## src/hw/uctl_pkg.sv

```systemverilog
// uctl_pkg: constants, register map and carrier types of the serial control block
// Function
// RULE1: empty flag irq gated by its enable
// RULE2: complete flag irq gated by its enable
// RULE3: receiver-full irq gated by its enable
// RULE4: idle-line irq gated by its enable
// RULE5: enabling transmitter sends 10/11-one preamble
// RULE6: disabling transmitter finishes frame, then line high
// RULE7: re-enable mid-frame queues one idle character
// RULE8: tx/rx enable writes ignored while module off
// RULE9: rx enable gates receiver, flags kept
// RULE10: standby suppresses rx irq; wake clears it
// RULE11: break toggle sends one break then a one
// RULE12: break held sends breaks back to back
// RULE13: software must not toggle break too early
// RULE14: received ninth bit: bit8 or bit7 copy
// RULE15: transmit ninth bit loaded with data
// RULE16: error enables gate their error flags
// RULE17: empty flag set when data moves to shifter
// RULE18: empty flag cleared by status read, data write
// RULE19: status layout fixed, read only, reset c0
// RULE20: reset clears second control register bits
// RULE21: module off sets tx flags, masks tx irq
// RULE22: wake select: 1 address mark, 0 idle
// RULE23: complete flag when empty and shifter idle
// RULE24: length bit selects nine or eight bits
// RULE25: three request lines: tx, rx, error
package uctl_pkg;
  // register indices; byte address is four times the index
  localparam logic [7:0] IDX_CTRL_ONE = 8'h38;
  localparam logic [7:0] IDX_CTRL_TWO = 8'h39;
  localparam logic [7:0] IDX_CTRL_THREE = 8'h3a;
  localparam logic [7:0] IDX_STATUS_ONE = 8'h3b;
  localparam logic [7:0] IDX_DATA_BUFFER = 8'h3d;
  // control one fields
  localparam int MODULE_ON_POS = 6;
  localparam int CHAR9_POS = 4;
  localparam int WAKE_SEL_POS = 3;
  // control two fields
  localparam int TX_EMPTY_IRQ_EN_POS = 7;
  localparam int TX_DONE_IRQ_EN_POS = 6;
  localparam int RX_FULL_IRQ_EN_POS = 5;
  localparam int LINE_QUIET_IRQ_EN_POS = 4;
  localparam int TX_ON_POS = 3;
  localparam int RX_ON_POS = 2;
  localparam int RX_STANDBY_POS = 1;
  localparam int SEND_BRK_POS = 0;
  // control three fields
  localparam int RX_NINTH_BIT_POS = 7;
  localparam int TX_NINTH_BIT_POS = 6;
  localparam int OVERRUN_IRQ_EN_POS = 3;
  localparam int NOISE_IRQ_EN_POS = 2;
  localparam int FRAMING_IRQ_EN_POS = 1;
  localparam int PARITY_ERR_IRQ_EN_POS = 0;
  // status one fields
  localparam int TX_BUF_EMPTY_POS = 7;
  localparam int TX_DONE_POS = 6;
  localparam int RX_BUF_FULL_POS = 5;
  localparam int LINE_QUIET_POS = 4;
  localparam int OVERRUN_POS = 3;
  localparam int NOISE_FLAG_POS = 2;
  localparam int FRAMING_FLAG_POS = 1;
  localparam int PARITY_FLAG_POS = 0;
  localparam logic [7:0] STATUS_ONE_RESET = 8'hc0;
  // frame lengths in bits and bit time in pclk cycles
  localparam logic [3:0] FRAME_LEN8 = 4'ha;
  localparam logic [3:0] FRAME_LEN9 = 4'hb;
  localparam logic [7:0] BIT_CYCLES = 8'h10;

  typedef enum logic [2:0] {
    SEL_NONE, SEL_CTRL_ONE, SEL_CTRL_TWO, SEL_CTRL_THREE, SEL_STATUS_ONE, SEL_DATA
  } uctl_sel_t;

  typedef enum logic {TX_IDLE, TX_SEND} uctl_tx_state_t;

  // events from the receive sampler
  typedef struct packed {
    logic char_valid;
    logic [8:0] char_data;
    logic idle_seen;
    logic overrun;
    logic noise;
    logic framing;
    logic parity;
  } uctl_rx_evt_t;

  // request lines
  typedef struct packed {
    logic tx;
    logic rx;
    logic err;
  } uctl_irq_t;
endpackage : uctl_pkg

```

## src/hw/uctl_top.sv

```systemverilog
// uctl_top: APB control/status registers, transmitter and receive flags
//
// Decided for this implementation: register access over APB.
`timescale 1ns/1ns
module uctl_top
(
  input wire logic pclk,
  input wire logic presetn,
  input wire logic psel,
  input wire logic penable,
  input wire logic pwrite,
  input wire logic [7:0] paddr,
  input wire logic [31:0] pwdata,
  output logic [31:0] prdata,
  output logic pready,
  output logic pslverr,
  input wire uctl_pkg::uctl_rx_evt_t rx_evt,
  output logic serial_out_pin,
  output uctl_pkg::uctl_irq_t irq
);

  // byte address to register select, used by read and write paths
  function automatic uctl_pkg::uctl_sel_t reg_sel(input logic [7:0] addr);
    uctl_pkg::uctl_sel_t r;
    r = uctl_pkg::SEL_NONE;
    if (addr[1:0] == 2'h0)
    begin
      case (addr[7:2])
        uctl_pkg::IDX_CTRL_ONE[5:0]: r = uctl_pkg::SEL_CTRL_ONE;
        uctl_pkg::IDX_CTRL_TWO[5:0]: r = uctl_pkg::SEL_CTRL_TWO;
        uctl_pkg::IDX_CTRL_THREE[5:0]: r = uctl_pkg::SEL_CTRL_THREE;
        uctl_pkg::IDX_STATUS_ONE[5:0]: r = uctl_pkg::SEL_STATUS_ONE;
        uctl_pkg::IDX_DATA_BUFFER[5:0]: r = uctl_pkg::SEL_DATA;
        default: r = uctl_pkg::SEL_NONE;
      endcase
    end
    return r;
  endfunction : reg_sel

  typedef struct packed {
    logic module_on;
    logic char9;
    logic wake_sel;
    logic tx_empty_irq_en;
    logic tx_done_irq_en;
    logic rx_full_irq_en;
    logic line_quiet_irq_en;
    logic tx_on;
    logic rx_on;
    logic rx_standby;
    logic send_brk;
    logic overrun_irq_en;
    logic noise_irq_en;
    logic framing_irq_en;
    logic parity_err_irq_en;
    logic tx_buf_empty;
    logic tx_done;
    logic [5:0] rx_flags;
    logic idle_ok;
    logic arm_tx;
    logic [5:0] arm_rx;
    logic pre_pend;
    logic brk_tail;
    logic brk_frame;
    uctl_pkg::uctl_tx_state_t tx_state;
    logic [3:0] bits_left;
    logic [7:0] baud;
    logic [10:0] shift;
    logic line;
    logic pready;
    logic pslverr;
    logic [31:0] prdata;
    uctl_pkg::uctl_irq_t irq;
  } uctl_state_t;

  // data path storage, untouched by reset
  typedef struct packed {
    logic [7:0] data_buffer;
    logic tx_ninth_bit;
    logic [7:0] rx_data;
    logic rx_ninth_bit;
  } uctl_data_t;

  // rx_flags order: full, quiet, overrun, noise, framing, parity
  uctl_state_t s;
  uctl_state_t next_s;
  uctl_data_t d;
  uctl_data_t next_d;

  always_comb
  begin
    uctl_pkg::uctl_sel_t sel;
    logic setup;
    logic done_acc;
    logic wr;
    logic rd;
    logic [7:0] rv;
    logic [7:0] st;
    logic frame_end;
    logic tx_ok;
    logic [5:0] ev;
    logic wake_hit;
    logic msb;
    next_s = s;
    next_d = d;
    sel = reg_sel(paddr);
    setup = psel & ~penable;
    done_acc = psel & penable & s.pready;
    wr = done_acc & pwrite;
    rd = done_acc & ~pwrite;
    rv = 8'h00;
    frame_end = 1'b0;
    tx_ok = s.module_on & s.tx_on;
    ev = 6'h00;
    wake_hit = 1'b0;
    msb = 1'b0;
    // status image, fixed bit order
    st = {s.tx_buf_empty, s.tx_done, s.rx_flags}; // RULE19

    // zero-wait-state APB answer; read data captured in setup
    next_s.pready = setup;
    next_s.pslverr = setup & (sel == uctl_pkg::SEL_NONE);
    case (sel)
      uctl_pkg::SEL_CTRL_ONE:
      begin
        rv[uctl_pkg::MODULE_ON_POS] = s.module_on;
        rv[uctl_pkg::CHAR9_POS] = s.char9;
        rv[uctl_pkg::WAKE_SEL_POS] = s.wake_sel;
      end
      uctl_pkg::SEL_CTRL_TWO:
        rv = {s.tx_empty_irq_en, s.tx_done_irq_en, s.rx_full_irq_en, s.line_quiet_irq_en,
              s.tx_on, s.rx_on, s.rx_standby, s.send_brk};
      uctl_pkg::SEL_CTRL_THREE:
        rv = {d.rx_ninth_bit, d.tx_ninth_bit, 2'h0, s.overrun_irq_en, s.noise_irq_en,
              s.framing_irq_en, s.parity_err_irq_en};
      uctl_pkg::SEL_STATUS_ONE: rv = st;
      uctl_pkg::SEL_DATA: rv = d.rx_data;
      default: rv = 8'h00;
    endcase
    next_s.prdata = setup ? {24'h00_0000, rv} : s.prdata;

    // register writes at the completing access edge
    if (wr)
    begin
      case (sel)
        uctl_pkg::SEL_CTRL_ONE:
        begin
          next_s.module_on = pwdata[uctl_pkg::MODULE_ON_POS];
          next_s.char9 = pwdata[uctl_pkg::CHAR9_POS]; // RULE24
          next_s.wake_sel = pwdata[uctl_pkg::WAKE_SEL_POS];
        end
        uctl_pkg::SEL_CTRL_TWO:
        begin
          next_s.tx_empty_irq_en = pwdata[uctl_pkg::TX_EMPTY_IRQ_EN_POS];
          next_s.tx_done_irq_en = pwdata[uctl_pkg::TX_DONE_IRQ_EN_POS];
          next_s.rx_full_irq_en = pwdata[uctl_pkg::RX_FULL_IRQ_EN_POS];
          next_s.line_quiet_irq_en = pwdata[uctl_pkg::LINE_QUIET_IRQ_EN_POS];
          next_s.rx_standby = pwdata[uctl_pkg::RX_STANDBY_POS];
          next_s.send_brk = pwdata[uctl_pkg::SEND_BRK_POS];
          if (s.module_on) // RULE8
          begin
            next_s.tx_on = pwdata[uctl_pkg::TX_ON_POS];
            next_s.rx_on = pwdata[uctl_pkg::RX_ON_POS]; // RULE9
            // a rising enable queues a preamble, or an idle char mid-frame
            if (pwdata[uctl_pkg::TX_ON_POS] & ~s.tx_on)
            begin
              next_s.pre_pend = 1'b1; // RULE5 RULE7
            end
          end
        end
        uctl_pkg::SEL_CTRL_THREE:
        begin
          next_d.tx_ninth_bit = pwdata[uctl_pkg::TX_NINTH_BIT_POS];
          next_s.overrun_irq_en = pwdata[uctl_pkg::OVERRUN_IRQ_EN_POS]; // RULE16
          next_s.noise_irq_en = pwdata[uctl_pkg::NOISE_IRQ_EN_POS];
          next_s.framing_irq_en = pwdata[uctl_pkg::FRAMING_IRQ_EN_POS];
          next_s.parity_err_irq_en = pwdata[uctl_pkg::PARITY_ERR_IRQ_EN_POS];
        end
        uctl_pkg::SEL_DATA:
        begin
          next_d.data_buffer = pwdata[7:0];
          // second step of the empty-flag clear
          if (s.arm_tx)
          begin
            next_s.tx_buf_empty = 1'b0; // RULE18
            next_s.arm_tx = 1'b0;
          end
        end
        default: next_s.pslverr = 1'b0; // status and unmapped writes change nothing
      endcase
    end

    // status read arms clears for flags the reader actually saw set
    if (rd && sel == uctl_pkg::SEL_STATUS_ONE)
    begin
      next_s.arm_tx = s.prdata[uctl_pkg::TX_BUF_EMPTY_POS]; // RULE18
      next_s.arm_rx = s.prdata[5:0];
    end
    if (rd && sel == uctl_pkg::SEL_DATA)
    begin
      next_s.rx_flags = s.rx_flags & ~s.arm_rx;
      next_s.arm_rx = 6'h00;
      if (s.arm_rx[4])
      begin
        next_s.idle_ok = 1'b0;
      end
    end

    // receive events; disabled receiver leaves flags alone
    if (s.rx_on && s.module_on) // RULE9
    begin
      msb = s.char9 ? rx_evt.char_data[8] : rx_evt.char_data[7];
      // wake condition chosen by wake_sel
      wake_hit = s.wake_sel ? (rx_evt.char_valid & msb) : rx_evt.idle_seen; // RULE22
      if (s.rx_standby && wake_hit)
      begin
        next_s.rx_standby = 1'b0; // RULE10
      end
      if (!s.rx_standby || (s.wake_sel && wake_hit))
      begin
        if (rx_evt.char_valid)
        begin
          next_d.rx_data = rx_evt.char_data[7:0];
          next_d.rx_ninth_bit = msb; // RULE14
          next_s.idle_ok = 1'b1;
        end
        ev = {rx_evt.char_valid & ~s.rx_flags[5],
              rx_evt.idle_seen & s.idle_ok & ~s.rx_standby,
              rx_evt.char_valid & s.rx_flags[5] | rx_evt.overrun,
              rx_evt.noise, rx_evt.framing, rx_evt.parity};
        // overrun keeps the old character in the buffer
        if (s.rx_flags[5] && rx_evt.char_valid)
        begin
          next_d.rx_data = d.rx_data;
          next_d.rx_ninth_bit = d.rx_ninth_bit;
        end
      end
    end
    // a new event wins over a clear in the same cycle
    next_s.rx_flags = next_s.rx_flags | ev;

    // transmitter bit timing
    if (s.tx_state == uctl_pkg::TX_SEND)
    begin
      if (s.baud == uctl_pkg::BIT_CYCLES - 8'h01)
      begin
        next_s.baud = 8'h00;
        next_s.shift = {1'b1, s.shift[10:1]};
        next_s.bits_left = s.bits_left - 4'h1;
        frame_end = (s.bits_left == 4'h1);
      end
      else
      begin
        next_s.baud = s.baud + 8'h01;
      end
    end

    // pick the next frame: break, break tail, preamble, then data
    if (s.tx_state == uctl_pkg::TX_IDLE || frame_end)
    begin
      next_s.tx_state = uctl_pkg::TX_IDLE;
      next_s.baud = 8'h00;
      if (tx_ok && s.send_brk)
      begin
        // held break repeats with no one between frames
        next_s.tx_state = uctl_pkg::TX_SEND; // RULE12
        next_s.shift = 11'h000;
        next_s.bits_left = s.char9 ? uctl_pkg::FRAME_LEN9 : uctl_pkg::FRAME_LEN8;
        next_s.brk_frame = 1'b1;
      end
      else if (tx_ok && s.brk_frame)
      begin
        // single one after the last break
        next_s.tx_state = uctl_pkg::TX_SEND; // RULE11
        next_s.shift = 11'h7ff;
        next_s.bits_left = 4'h1;
        next_s.brk_frame = 1'b0;
      end
      else if (tx_ok && s.pre_pend)
      begin
        next_s.tx_state = uctl_pkg::TX_SEND; // RULE5
        next_s.shift = 11'h7ff;
        next_s.bits_left = s.char9 ? uctl_pkg::FRAME_LEN9 : uctl_pkg::FRAME_LEN8;
        next_s.pre_pend = 1'b0;
        next_s.brk_frame = 1'b0;
      end
      else if (tx_ok && !next_s.tx_buf_empty)
      begin
        next_s.tx_state = uctl_pkg::TX_SEND;
        next_s.brk_frame = 1'b0;
        if (s.char9)
        begin
          next_s.shift = {1'b1, d.tx_ninth_bit, d.data_buffer, 1'b0}; // RULE15
          next_s.bits_left = uctl_pkg::FRAME_LEN9;
        end
        else
        begin
          next_s.shift = {2'h3, d.data_buffer, 1'b0};
          next_s.bits_left = uctl_pkg::FRAME_LEN8;
        end
        next_s.tx_buf_empty = 1'b1; // RULE17
        next_s.arm_tx = 1'b0;
      end
      else
      begin
        // disabled or empty: line rests high
        next_s.shift = 11'h7ff; // RULE6
        next_s.brk_frame = 1'b0;
      end
    end

    // module off forces the transmitter empty and idle
    if (!s.module_on)
    begin
      next_s.tx_buf_empty = 1'b1; // RULE21
      next_s.tx_on = 1'b0;
      next_s.rx_on = 1'b0;
      next_s.pre_pend = 1'b0;
      next_s.tx_state = uctl_pkg::TX_IDLE;
      next_s.shift = 11'h7ff;
    end
    // complete when empty and nothing shifting or queued
    next_s.tx_done = next_s.tx_buf_empty & (next_s.tx_state == uctl_pkg::TX_IDLE)
                     & ~next_s.pre_pend & ~(tx_ok & s.send_brk) | ~s.module_on; // RULE23
    next_s.line = next_s.shift[0];

    // request lines, registered
    next_s.irq.tx = s.module_on & ((s.tx_buf_empty & s.tx_empty_irq_en) // RULE1 RULE21
                                   | (s.tx_done & s.tx_done_irq_en)); // RULE2
    next_s.irq.rx = ~s.rx_standby & ((s.rx_flags[5] & s.rx_full_irq_en) // RULE3 RULE10
                                     | (s.rx_flags[4] & s.line_quiet_irq_en)); // RULE4
    next_s.irq.err = (s.rx_flags[3] & s.overrun_irq_en) | (s.rx_flags[2] & s.noise_irq_en)
                     | (s.rx_flags[1] & s.framing_irq_en)
                     | (s.rx_flags[0] & s.parity_err_irq_en); // RULE16 RULE25
  end

  // control state; status flag reset values from the package, the rest zero or idle
  always_ff @(posedge pclk or negedge presetn)
  begin
    if (!presetn)
    begin
      s <= '0; // RULE20
      s.tx_buf_empty <= uctl_pkg::STATUS_ONE_RESET[uctl_pkg::TX_BUF_EMPTY_POS]; // RULE19
      s.tx_done <= uctl_pkg::STATUS_ONE_RESET[uctl_pkg::TX_DONE_POS];
      s.shift <= 11'h7ff;
      s.line <= 1'b1;
      s.tx_state <= uctl_pkg::TX_IDLE;
    end
    else
    begin
      s <= next_s;
    end
  end

  // data storage has no reset, so reset leaves ninth bits alone
  always_ff @(posedge pclk)
  begin
    d <= next_d; // RULE14 RULE15
  end

  assign prdata = s.prdata;
  assign pready = s.pready;
  assign pslverr = s.pslverr;
  assign serial_out_pin = s.line;
  assign irq = s.irq;

endmodule : uctl_top

```

## config.mk

```make
export PLATFORM = sky130hd
export DESIGN_NAME = uctl_top
export DESIGN_NICKNAME = d
export VERILOG_FILES = /design/src/hw/uctl_pkg.sv /design/src/hw/uctl_top.sv
export SDC_FILE = /design/constraint.sdc
export NUM_CORES = 1
export LEC_CHECK = 0
export ABC_AREA = 1
export BUFFER_PORTS_ARGS = -buffer_cell sky130_fd_sc_hd__buf_4
export CORE_MARGIN = 2
export CORE_UTILIZATION = 54
export DETAILED_ROUTE_END_ITERATION = 8
export GPL_ROUTABILITY_DRIVEN = 0
export PLACE_DENSITY = 0.77
export SYNTH_ARGS = -nofsm -noshare
export SYNTH_HDL_FRONTEND = slang
export SYNTH_SLANG_ARGS = --single-unit
```

## constraint.sdc

```tcl
create_clock -name pclk -period 2.4 [get_ports pclk]
set_input_delay 0.48 -clock pclk [delete_from_list [all_inputs] [get_ports pclk]]
set_output_delay 0.48 -clock pclk [all_outputs]
set_load 0.01 [all_outputs]
```

Yosys cells after proc, flatten, opt, wreduce, memory -nomap -nowiden

Index checks and enable logic that the tools add are counted.

Bits of input ports: 60
Output and inout port bits: 38
Flip-flop bits (word level): 88
Logic and storage cells: 199

Add/subtract/negate cells: 2
Equality and inequality tests: 16
Bitwise gates (word level): 48
Multiplexer cells: 69
Reduce and logical (&&, ||, !) cells: 26

Operator list:

| operator                                            | number |
|---|---|
| two-way mux 10 bit                                  | 4 |
| two-way mux 1 bit                                   | 37 |
| two-way mux 11 bit                                  | 3 |
| equality test 6 bit, second input constant          | 5 |
| bitwise AND 1 bit                                   | 27 |
| two-way mux 24 bit                                  | 1 |
| two-way mux 6 bit                                   | 4 |
| two-way mux 23 bit                                  | 1 |
| two-way mux 5 bit                                   | 3 |
| one-hot mux 3 bit (5 select lines)                  | 1 |
| two-way mux 7 bit                                   | 2 |
| two-way mux 4 bit                                   | 3 |
| one-hot mux 3 bit (4 select lines)                  | 1 |
| AND reduction 2 bit                                 | 6 |
| inverter 1 bit                                      | 11 |
| logical AND 1 bit                                   | 10 |
| one-hot mux 2 bit (5 select lines)                  | 1 |
| two-way mux 9 bit                                   | 1 |
| adder 8 x 1 -> 8 bit, second input constant         | 1 |
| equality test 8 x 4 -> 1 bit, second input constant | 1 |
| two-way mux 8 bit                                   | 1 |
| bitwise OR 1 bit                                    | 7 |
| bitwise AND 6 bit                                   | 1 |
| equality test 3 x 2 -> 1 bit, second input constant | 2 |
| 21 further kinds                                    | 27 |

Depth between registers and ports, before layout

Gate-level depths: netlist of run 1.

Depth after elaboration: 19
Gate-level depth with buffers: 13
Gate-level depth less buffers: 13

Worst setup path before layout of run 1

No wires, ideal clock.

Path type: input-to-reg
Start point: in rx_evt[13] (netlist name)
End point: reg d[0] (netlist name), enable pin
Required time: 2.026 ns
Setup slack: 0.530 ns
Cell stages on the path: 6
Data arrival time: 1.496 ns
Cell sequence: nand2_1 > nand2_1 > nand3_1 > a21oi_1 > nand2_1 > nor2_1

Word-level cells in the longest chain between the ends: 6

Ends and longest elaborated chain:

| element                       | line            | RTL |
|---|---|---|
| start: declaration            | uctl_top.sv:17  | `input wire uctl_pkg::uctl_rx_evt_t rx_evt,` |
| two-way mux 1 bit             | uctl_top.sv:212 | `msb = s.char9 ? rx_evt.char_data[8] : rx_evt.char_data[7];` |
| bitwise AND 1 bit             | uctl_top.sv:214 | `wake_hit = s.wake_sel ? (rx_evt.char_valid & msb) : rx_evt.idle_seen;` |
| two-way mux 1 bit             | uctl_top.sv:214 |  |
| logical AND 1 bit             | uctl_top.sv:219 | `if (!s.rx_standby \|\| (s.wake_sel && wake_hit))` |
| logical OR 1 bit              | uctl_top.sv:219 |  |
| AND reduction 4 bit (no line) | n/a             |  |
| end signal: assignment        | uctl_top.sv:358 | `d <= next_d;` |
| end: declaration              | uctl_top.sv:87  | `uctl_data_t d;` |

No other way between the ends.
A chain may end at the register's enable or synchronous reset.

==> run summary, run 1 <==
Crit Path Class: reg2reg
Sink Count: 88
Required @ worst endpoint: 2.67 ns
Multi-input gate area: 0.00164 mm^2
via count: 3356
Setup TNS: 0 ns
clock network power share: 38.2%
Clock Pin Slew Worst Setup and Hold Paths: 0.09 ns
minimum clock period: 1.94 ns
via/cell ratio: 5.22
Top FF cell, synth: dfrtp_1
Fillers: 692
fraction of layout cells with a size suffix above 1: 22.1%
Area contributors post-synth: dfrtp_1 32%, edfxtp_1 12%, dfstp_2 7.7%
Synth Area in Compound Gates: 13.0%
Worst Skew: 0.0175 ns
Power Density: 559 mW/mm^2
WL/cell: 14.7 um
top-count cell post-synth: nand2_1
combinational power share: 5.8%
Post-Syn Area: 0.00443 mm^2
fin nets: 596
row cnt: 33
DP Wirelength: 6900 um
critical path launch point type: register
die height: 94.6 um
yosys warns: 0
Post-Synth XOR/XNOR Area: 0.989%
CTS Hold Buffers Added: 0
P_leak: 2.44 nW
CP bufs+invs: 1
CP endpoint kind: register
EDFF count, synth: 18
Total Wirelength: 9420 um
Slew HR: 41.4%
slowest CP cell: dfrtp_1
post-synthesis simple-gate area fraction: 20.1%
DIE WIDTH: 94.6 um
status: finished, final reports clean
CTS buffer count: 9
maximum clock frequency: 515 MHz
MaxCap Viol Count: 0
Yosys reg bits: 88
total net switching power: 0.675 mW
Max clock buf depth: 2
H-tree depth: 3
initial antenna violation count: 0
vias in the first global route: 3148
die footprint: 0.00894 mm^2
post-synth cell types: 42
1st-iter DRT viols: 222
first-pass GRT wire length: 15200 um
PostCTS Resize Cnt: 0
Max FO, Critical Path: 5
IO Port Bufs: 49
number of remaining DRC errors: 0
Sequential Power Share: 56.0%
Mapped Cells: 485
CP delay by family, top: simple AND/OR/NAND/NOR gates
Commonest cells post-synth: 77 x nand2_1, 65 x inv_1, 57 x dfrtp_1
Yosys top cell area share: 32.2%
post-CTS setup buffers: 0
Avg Cell Area, Syn: 9.13 um^2
final-report setup violation count: 0
RSZ-0062 raised after global routing: no
register area: 0.00231 mm^2
clk_lat worst skew: 0.38 ns
TritonCTS clock tree: done
CP cell instances: ha_1, nand2_2, nor2_2, nand3_2, nor2_1, nand4_1, xor2_1, nand4_1, nand3_1, inv_1
Core Region: 0.00809 mm^2
main combinational cell family by area after synthesis: simple AND/OR/NAND/NOR gates
Area Growth Syn to Fin: 11.9%
Antenna Nets Post-Route: 0
Initial Util: 54.7%
Slew Viols, Final: 0
GRT Overall Usage: 22.3%
largest net degree at the start of global routing: 71
period utilization: 80.9%
worst hold path class: in2async
setup ws final: 0.459 ns
Async S/R FF share, synth: 79.5%
IO Pins: 98
Max VDD drop: 0.000240 V
grt total ovfl: 0
post-synthesis mux area share: 0%
Yosys top cell by area: dfrtp_1
crit-path most repeated cell: nand4_1
Post-Synth Adder-Cell Area: 0.847%
worst path arrival time: 2.22 ns
clock root buffer master: clkbuf_8
Final Hold Fails: 0
internal power: 2.10 mW
pre-CTS WS: 0.225 ns
Sw Ratio: 24.4%
max incr delay on CP: 0.40 ns
detailed-router iteration count before antenna repair: 5
# diodes: 0
sequential fraction of the synthesis area: 52.1%
actual slew at the worst max-slew pin: 0.879 ns
[cell type report]
class / count / share of cell area, %
clock buffers: 9 / 2.50
clock inverters: 7 / 1.62
inverters: 69 / 5.25
multi-input cells: 310 / 33.1
flip-flops and latches: 88 / 46.6
well taps: 105 / 2.65
repair buffers: 55 / 8.33
[power groups by stage]
| stage | Combinational [mW] | Sequential [mW] | Clock, mW |
|---|---|---|---|
| floorplan | 0.0966 | 1.58 | 0 |
| finish | 0.161 | 1.55 | 1.06 |
| detailed placement | 0.162 | 1.58 | 0 |
| CTS | 0.162 | 1.55 | 1.07 |
| global placement | 0.157 | 1.58 | 0 |
| global route | 0.180 | 1.55 | 1.13 |
[worst reg2reg max path: stages (launching register included)]
cell and delay (ns):
dfrtp_1 0.40, ha_1 0.21, nand2_2 0.08, nor2_2 0.11, nand3_2 0.11, nor2_1 0.30
nand4_1 0.16, xor2_1 0.25, nand4_1 0.13, nand3_1 0.08, inv_1 0.04
[flip-flops by register name (all words and copies together) (netlist names)]
name     cells
pslverr      1
pready       1
prdata       8
s           57
irq          3
d           18
[stage by stage]
stage	std cells	power (mW)	instance area [um^2]	utilization (%)	hold slack, ns
global route	643	2.87	4960	61.3	0.278
floorplan	508	1.67	4520	-	0.184
CTS	643	2.78	4960	61.3	0.259
global placement	627	1.74	4750	58.7	0.445
detailed placement	627	1.74	4750	58.7	0.461
finish	643	2.77	4960	61.3	0.222
[logic make-up (layout without fill, tap and decap cells)]
family,after synthesis,after routing
AO/OA/AOI/OAI,95,95
XOR/XNOR,5,5
adder cells (fa/ha/maj),3,3
buffers and inverters,110,140
flip-flops,88,88
other,1,24
AND/OR/NAND/NOR,183,183
[cell usage in the layout, fill, tap and decap left out, types with 16 or more instances in the layout]
master and instances:
nand2_1 77, inv_1 65, dfrtp_1 57, buf_4 55, nor2_1 42, o21ai_0 31, conb_1 24, nand3_1 22
edfxtp_1 18, a21oi_1 16
[layer usage]
metal  routed length (um)  vias to the layer above  GRT usage (%)
met5                    0                        -              0
li1                     -                     1627              -
met2                 4780                      103           36.9
met1                 3910                     1603           28.5
met3                  474                       23           4.71
met4                  255                        0           9.42
[final timing paths]
check                                   from  slack, ns                 to  cells after the start
setup / recovery           s[49]$_DFFE_PN0P_       0.46    s[60]$_DFF_PN0_                     10
hold / removal                       presetn       0.22  s[56]$_DFFE_PN0P_                      1
setup reg to reg           s[49]$_DFFE_PN0P_       0.46    s[60]$_DFF_PN0_                     10
hold reg to reg            s[49]$_DFFE_PN0P_       0.49  s[49]$_DFFE_PN0P_                      1
max in group asynchronous            presetn       1.60  s[84]$_DFFE_PN0P_                      1
min in group pclk                  rx_evt[9]       0.29     d[5]$_DFFE_PP_                      1
(Power assumes the default switching activity.)
==> run 2, diff against run 1 <==
--- a/config.mk
+++ b/config.mk
@@ -5,7 +5,7 @@
 export SDC_FILE = /design/constraint.sdc
 export NUM_CORES = 1
 export LEC_CHECK = 0
-export ABC_AREA = 1
+export ABC_AREA = 0
 export BUFFER_PORTS_ARGS = -buffer_cell sky130_fd_sc_hd__buf_4
 export CORE_MARGIN = 2
 export CORE_UTILIZATION = 54
==> constraint.sdc (replaced) <==
create_clock -name pclk -period 1.85 [get_ports pclk]
set_input_delay 0.37 -clock pclk [delete_from_list [all_inputs] [get_ports pclk]]
set_output_delay 0.37 -clock pclk [all_outputs]
set_load 0.01 [all_outputs]
==> run 2 against run 1 <==
The run now ends with setup timing left. Critical path depth is 5 lower. Worst setup slack worse by 0.86 ns. Clock skew is 0.0055 ns lower. Core utilization is 8.4 points higher. Area after synthesis is 4.5% lower. Combinational power is 40% higher. Die area is 4.3% lower. Critical endpoint is now s[79]$_DFF_PN1_.
==> run summary, run 2 <==
status: finished, violations left
failing checks: setup timing
CP delay by family, top: simple AND/OR/NAND/NOR gates
max incr delay on CP: 0.55 ns (+0.15 ns)
IO Port Bufs: 49 (unchanged)
Max VDD drop: 0.000367 V (+53%)
clock root buffer master: clkbuf_8
Final Hold Fails: 0 (unchanged)
Slew Viols, Final: 0 (unchanged)
H-tree depth: 3 (unchanged)
CP bufs+invs: 0 (-1)
row cnt: 32 (-3.0%)
Inst Count DP: 572 (-8.8%)
critical path launch point type: register
register area: 0.00231 mm^2 (unchanged)
Commonest cells post-synth: 57 x dfrtp_1, 42 x nand2_1, 35 x buf_4
Largest Register: s
grt total ovfl: 0 (unchanged)
via count: 3342 (-0.42%)
period utilization: 122% (+41 points)
Fillers: 559 (-19%)
minimum clock period: 2.25 ns (+0.307 ns)
Yosys top cell area share: 33.7% (+1.5 points)
DIE WIDTH: 92.5 um (-2.2%)
Post-Syn Area: 0.00423 mm^2 (-4.5%)
EDFF count, synth: 18 (unchanged)
CTS buffer count: 9 (unchanged)
detailed-router iteration count before antenna repair: 4 (-1)
worst path arrival time: 2.51 ns (+0.29 ns)
Max clock buf depth: 2 (unchanged)
Avg Cell Area, Syn: 10.7 um^2 (+17%)
1st-iter DRT viols: 125 (-44%)
RSZ-0062 raised after global routing: yes
final non-filler cell total: 598 (-7.0%)
Antenna Nets Post-Route: 0 (unchanged)
Area contributors post-synth: dfrtp_1 34%, edfxtp_1 13%, dfstp_2 8.1%
top-count cell post-synth: dfrtp_1
P_leak: 2.31 nW (-5.2%)
Slew HR: 63.6% (+22 points)
Initial Util: 55.3% (+0.60 points)
Yosys reg bits: 88 (unchanged)
# diodes: 0 (unchanged)
die footprint: 0.00856 mm^2 (-4.3%)
max FFs per register: 57 (unchanged)
WL/cell: 16.8 um (+14%)
post-synth cell types: 51 (+21%)
sequential fraction of the synthesis area: 54.6% (+2.4 points)
IO Pins: 98 (unchanged)
DP Wirelength: 7270 um (+5.5%)
Top FF cell, synth: dfrtp_1
Worst Skew: 0.0119 ns (-0.00551 ns)
first-pass GRT wire length: 16000 um (+5.2%)
via/cell ratio: 5.59 (+7.1%)
yosys warns: 0 (unchanged)
actual slew at the worst max-slew pin: 0.541 ns (-0.338 ns)
Core Region: 0.00765 mm^2 (-5.5%)
Yosys top cell by area: dfrtp_1
slowest CP cell: or4_4
commonest non-fill, non-tap cell in the layout: buf_4
TritonCTS clock tree: done
Max FO, Critical Path: 2 (-3)
most frequent cells in the layout: 103 x buf_4, 57 x dfrtp_1, 41 x nand2_1
Multi-input gate area: 0.00181 mm^2 (+10%)
Async S/R FF share, synth: 79.5% (unchanged)
initial antenna violation count: 0 (unchanged)
worst hold path class: in2reg
final-report setup violation count: 18 (+18)
fraction of layout cells with a size suffix above 1: 34.7% (+13 points)
Clock Pin Slew Worst Setup and Hold Paths: 0.09 ns (about the same)
die height: 92.5 um (-2.2%)
Power Density: 690 mW/mm^2 (+24%)
Required @ worst endpoint: 2.11 ns (-0.56 ns)
CP endpoint kind: register
vias in the first global route: 3224 (+2.4%)
Sink Count: 88 (unchanged)
Area Growth Syn to Fin: 25.9%
number of remaining DRC errors: 0 (unchanged)
Crit Path Class: reg2reg
setup ws final: -0.398 ns (-0.857 ns)
Mapped Cells: 396 (-18%)
fin nets: 554 (-7.0%)
Setup TNS: -5.04 ns (-5.04 ns)
GRT Overall Usage: 24.4% (+2.1 points)
CP cell instances: or4_4, o31a_4, or4_1, a22o_1, o41ai_2
MaxCap Viol Count: 0 (unchanged)
Total Wirelength: 10000 um (+6.5%)
largest net degree at the start of global routing: 39 (-45%)
clk_lat worst skew: 0.36 ns (-0.02 ns)
maximum clock frequency: 445 MHz (-14%)
[run 2: changes by cell type in the layout (fill, tap and decap cells not counted), sizes merged, moves of 9 or more]
cell    previous run  this run
a211oi            11         1
nor2              53        31
inv               70         5
buf               55       108
mux2               0        13
nand2             90        42
a31oi              3        12
o21ai             45        17
[run 2: cell type report]
class / instances / area share, %
Timing Repair Buffer: 109 / 15.9
Sequential cell: 88 / 43.3
Clock inverter: 5 / 1.53
Tap cell: 102 / 2.40
Inverter: 5 / 0.352
Clock buffer: 11 / 2.47
Multi-Input combinational cell: 278 / 34.0
[run 2: per-layer routing]
metal / vias up / track usage (%) / wire length [um]
met1: 1660 / 30.0 / 4030
met5: - / 0 / 0
met2: 99 / 42.9 / 5390
met3: 21 / 3.74 / 406
met4: 0 / 10.4 / 210
li1: 1562 / - / -
[run 2: final timing paths]
| path | start | end | slack, ns | cells after the start |
|---|---|---|---|---|
| worst min-delay path | rx_evt[8] | d[4]$_DFFE_PP_ | 0.17 | 1 |
| worst max register to register | s[54]$_DFFE_PN0P_ | s[79]$_DFF_PN1_ | -0.40 | 5 |
| min in group asynchronous | presetn | s[55]$_DFFE_PN0P_ | 0.51 | 2 |
| max in group asynchronous | presetn | s[84]$_DFFE_PN0P_ | 0.81 | 3 |
| worst min register to register | s[44]$_DFFE_PN1P_ | s[43]$_DFFE_PN1P_ | 0.50 | 2 |
| worst max-delay path | s[54]$_DFFE_PN0P_ | s[79]$_DFF_PN1_ | -0.40 | 5 |
[run 2: cell families (layout without fill, tap and decap cells)]
logic type / count (synthesis) / after routing / synth area share (%)
buf+inv: 54 / 130 / 7.89
compound gates: 81 / 82 / 13.1
other cells: 1 / 24 / 0.0886
flops: 88 / 88 / 54.6
simple gates: 141 / 141 / 16.7
fa+ha+maj: 3 / 3 / 0.887
mux: 19 / 19 / 4.88
xor+xnor: 9 / 9 / 1.86
[run 2: what timing repair did]
action                                  CTS  global route
pin swaps                                 2             9
setup buffers                             1             6
resized for setup                         5            18
endpoints found under the setup margin   18            21
gates cloned                              0             2
hold buffers                              1             0
endpoints found under the hold margin    21             0
[run 2: power by group]
part,switching (mW),internal (mW),total (mW)
clock network,0.676,0.762,1.44
logic,0.127,0.0972,0.225
registers,0.0188,2.00,2.02
[run 2: through the flow]
step                hold slack [ns]  setup slack, ns  total power, mW  util (%)  cell area (um^2)
floorplan                    0.0744           -0.380             2.17         -              4360
global placement              0.360           -0.320             2.27      64.5              4930
detailed placement            0.368           -0.396             2.28      64.5              4930
CTS                           0.164           -0.389             3.69      67.8              5190
global route                  0.160           -0.446             3.80      69.7              5330
finish                        0.173           -0.398             3.68      69.7              5330
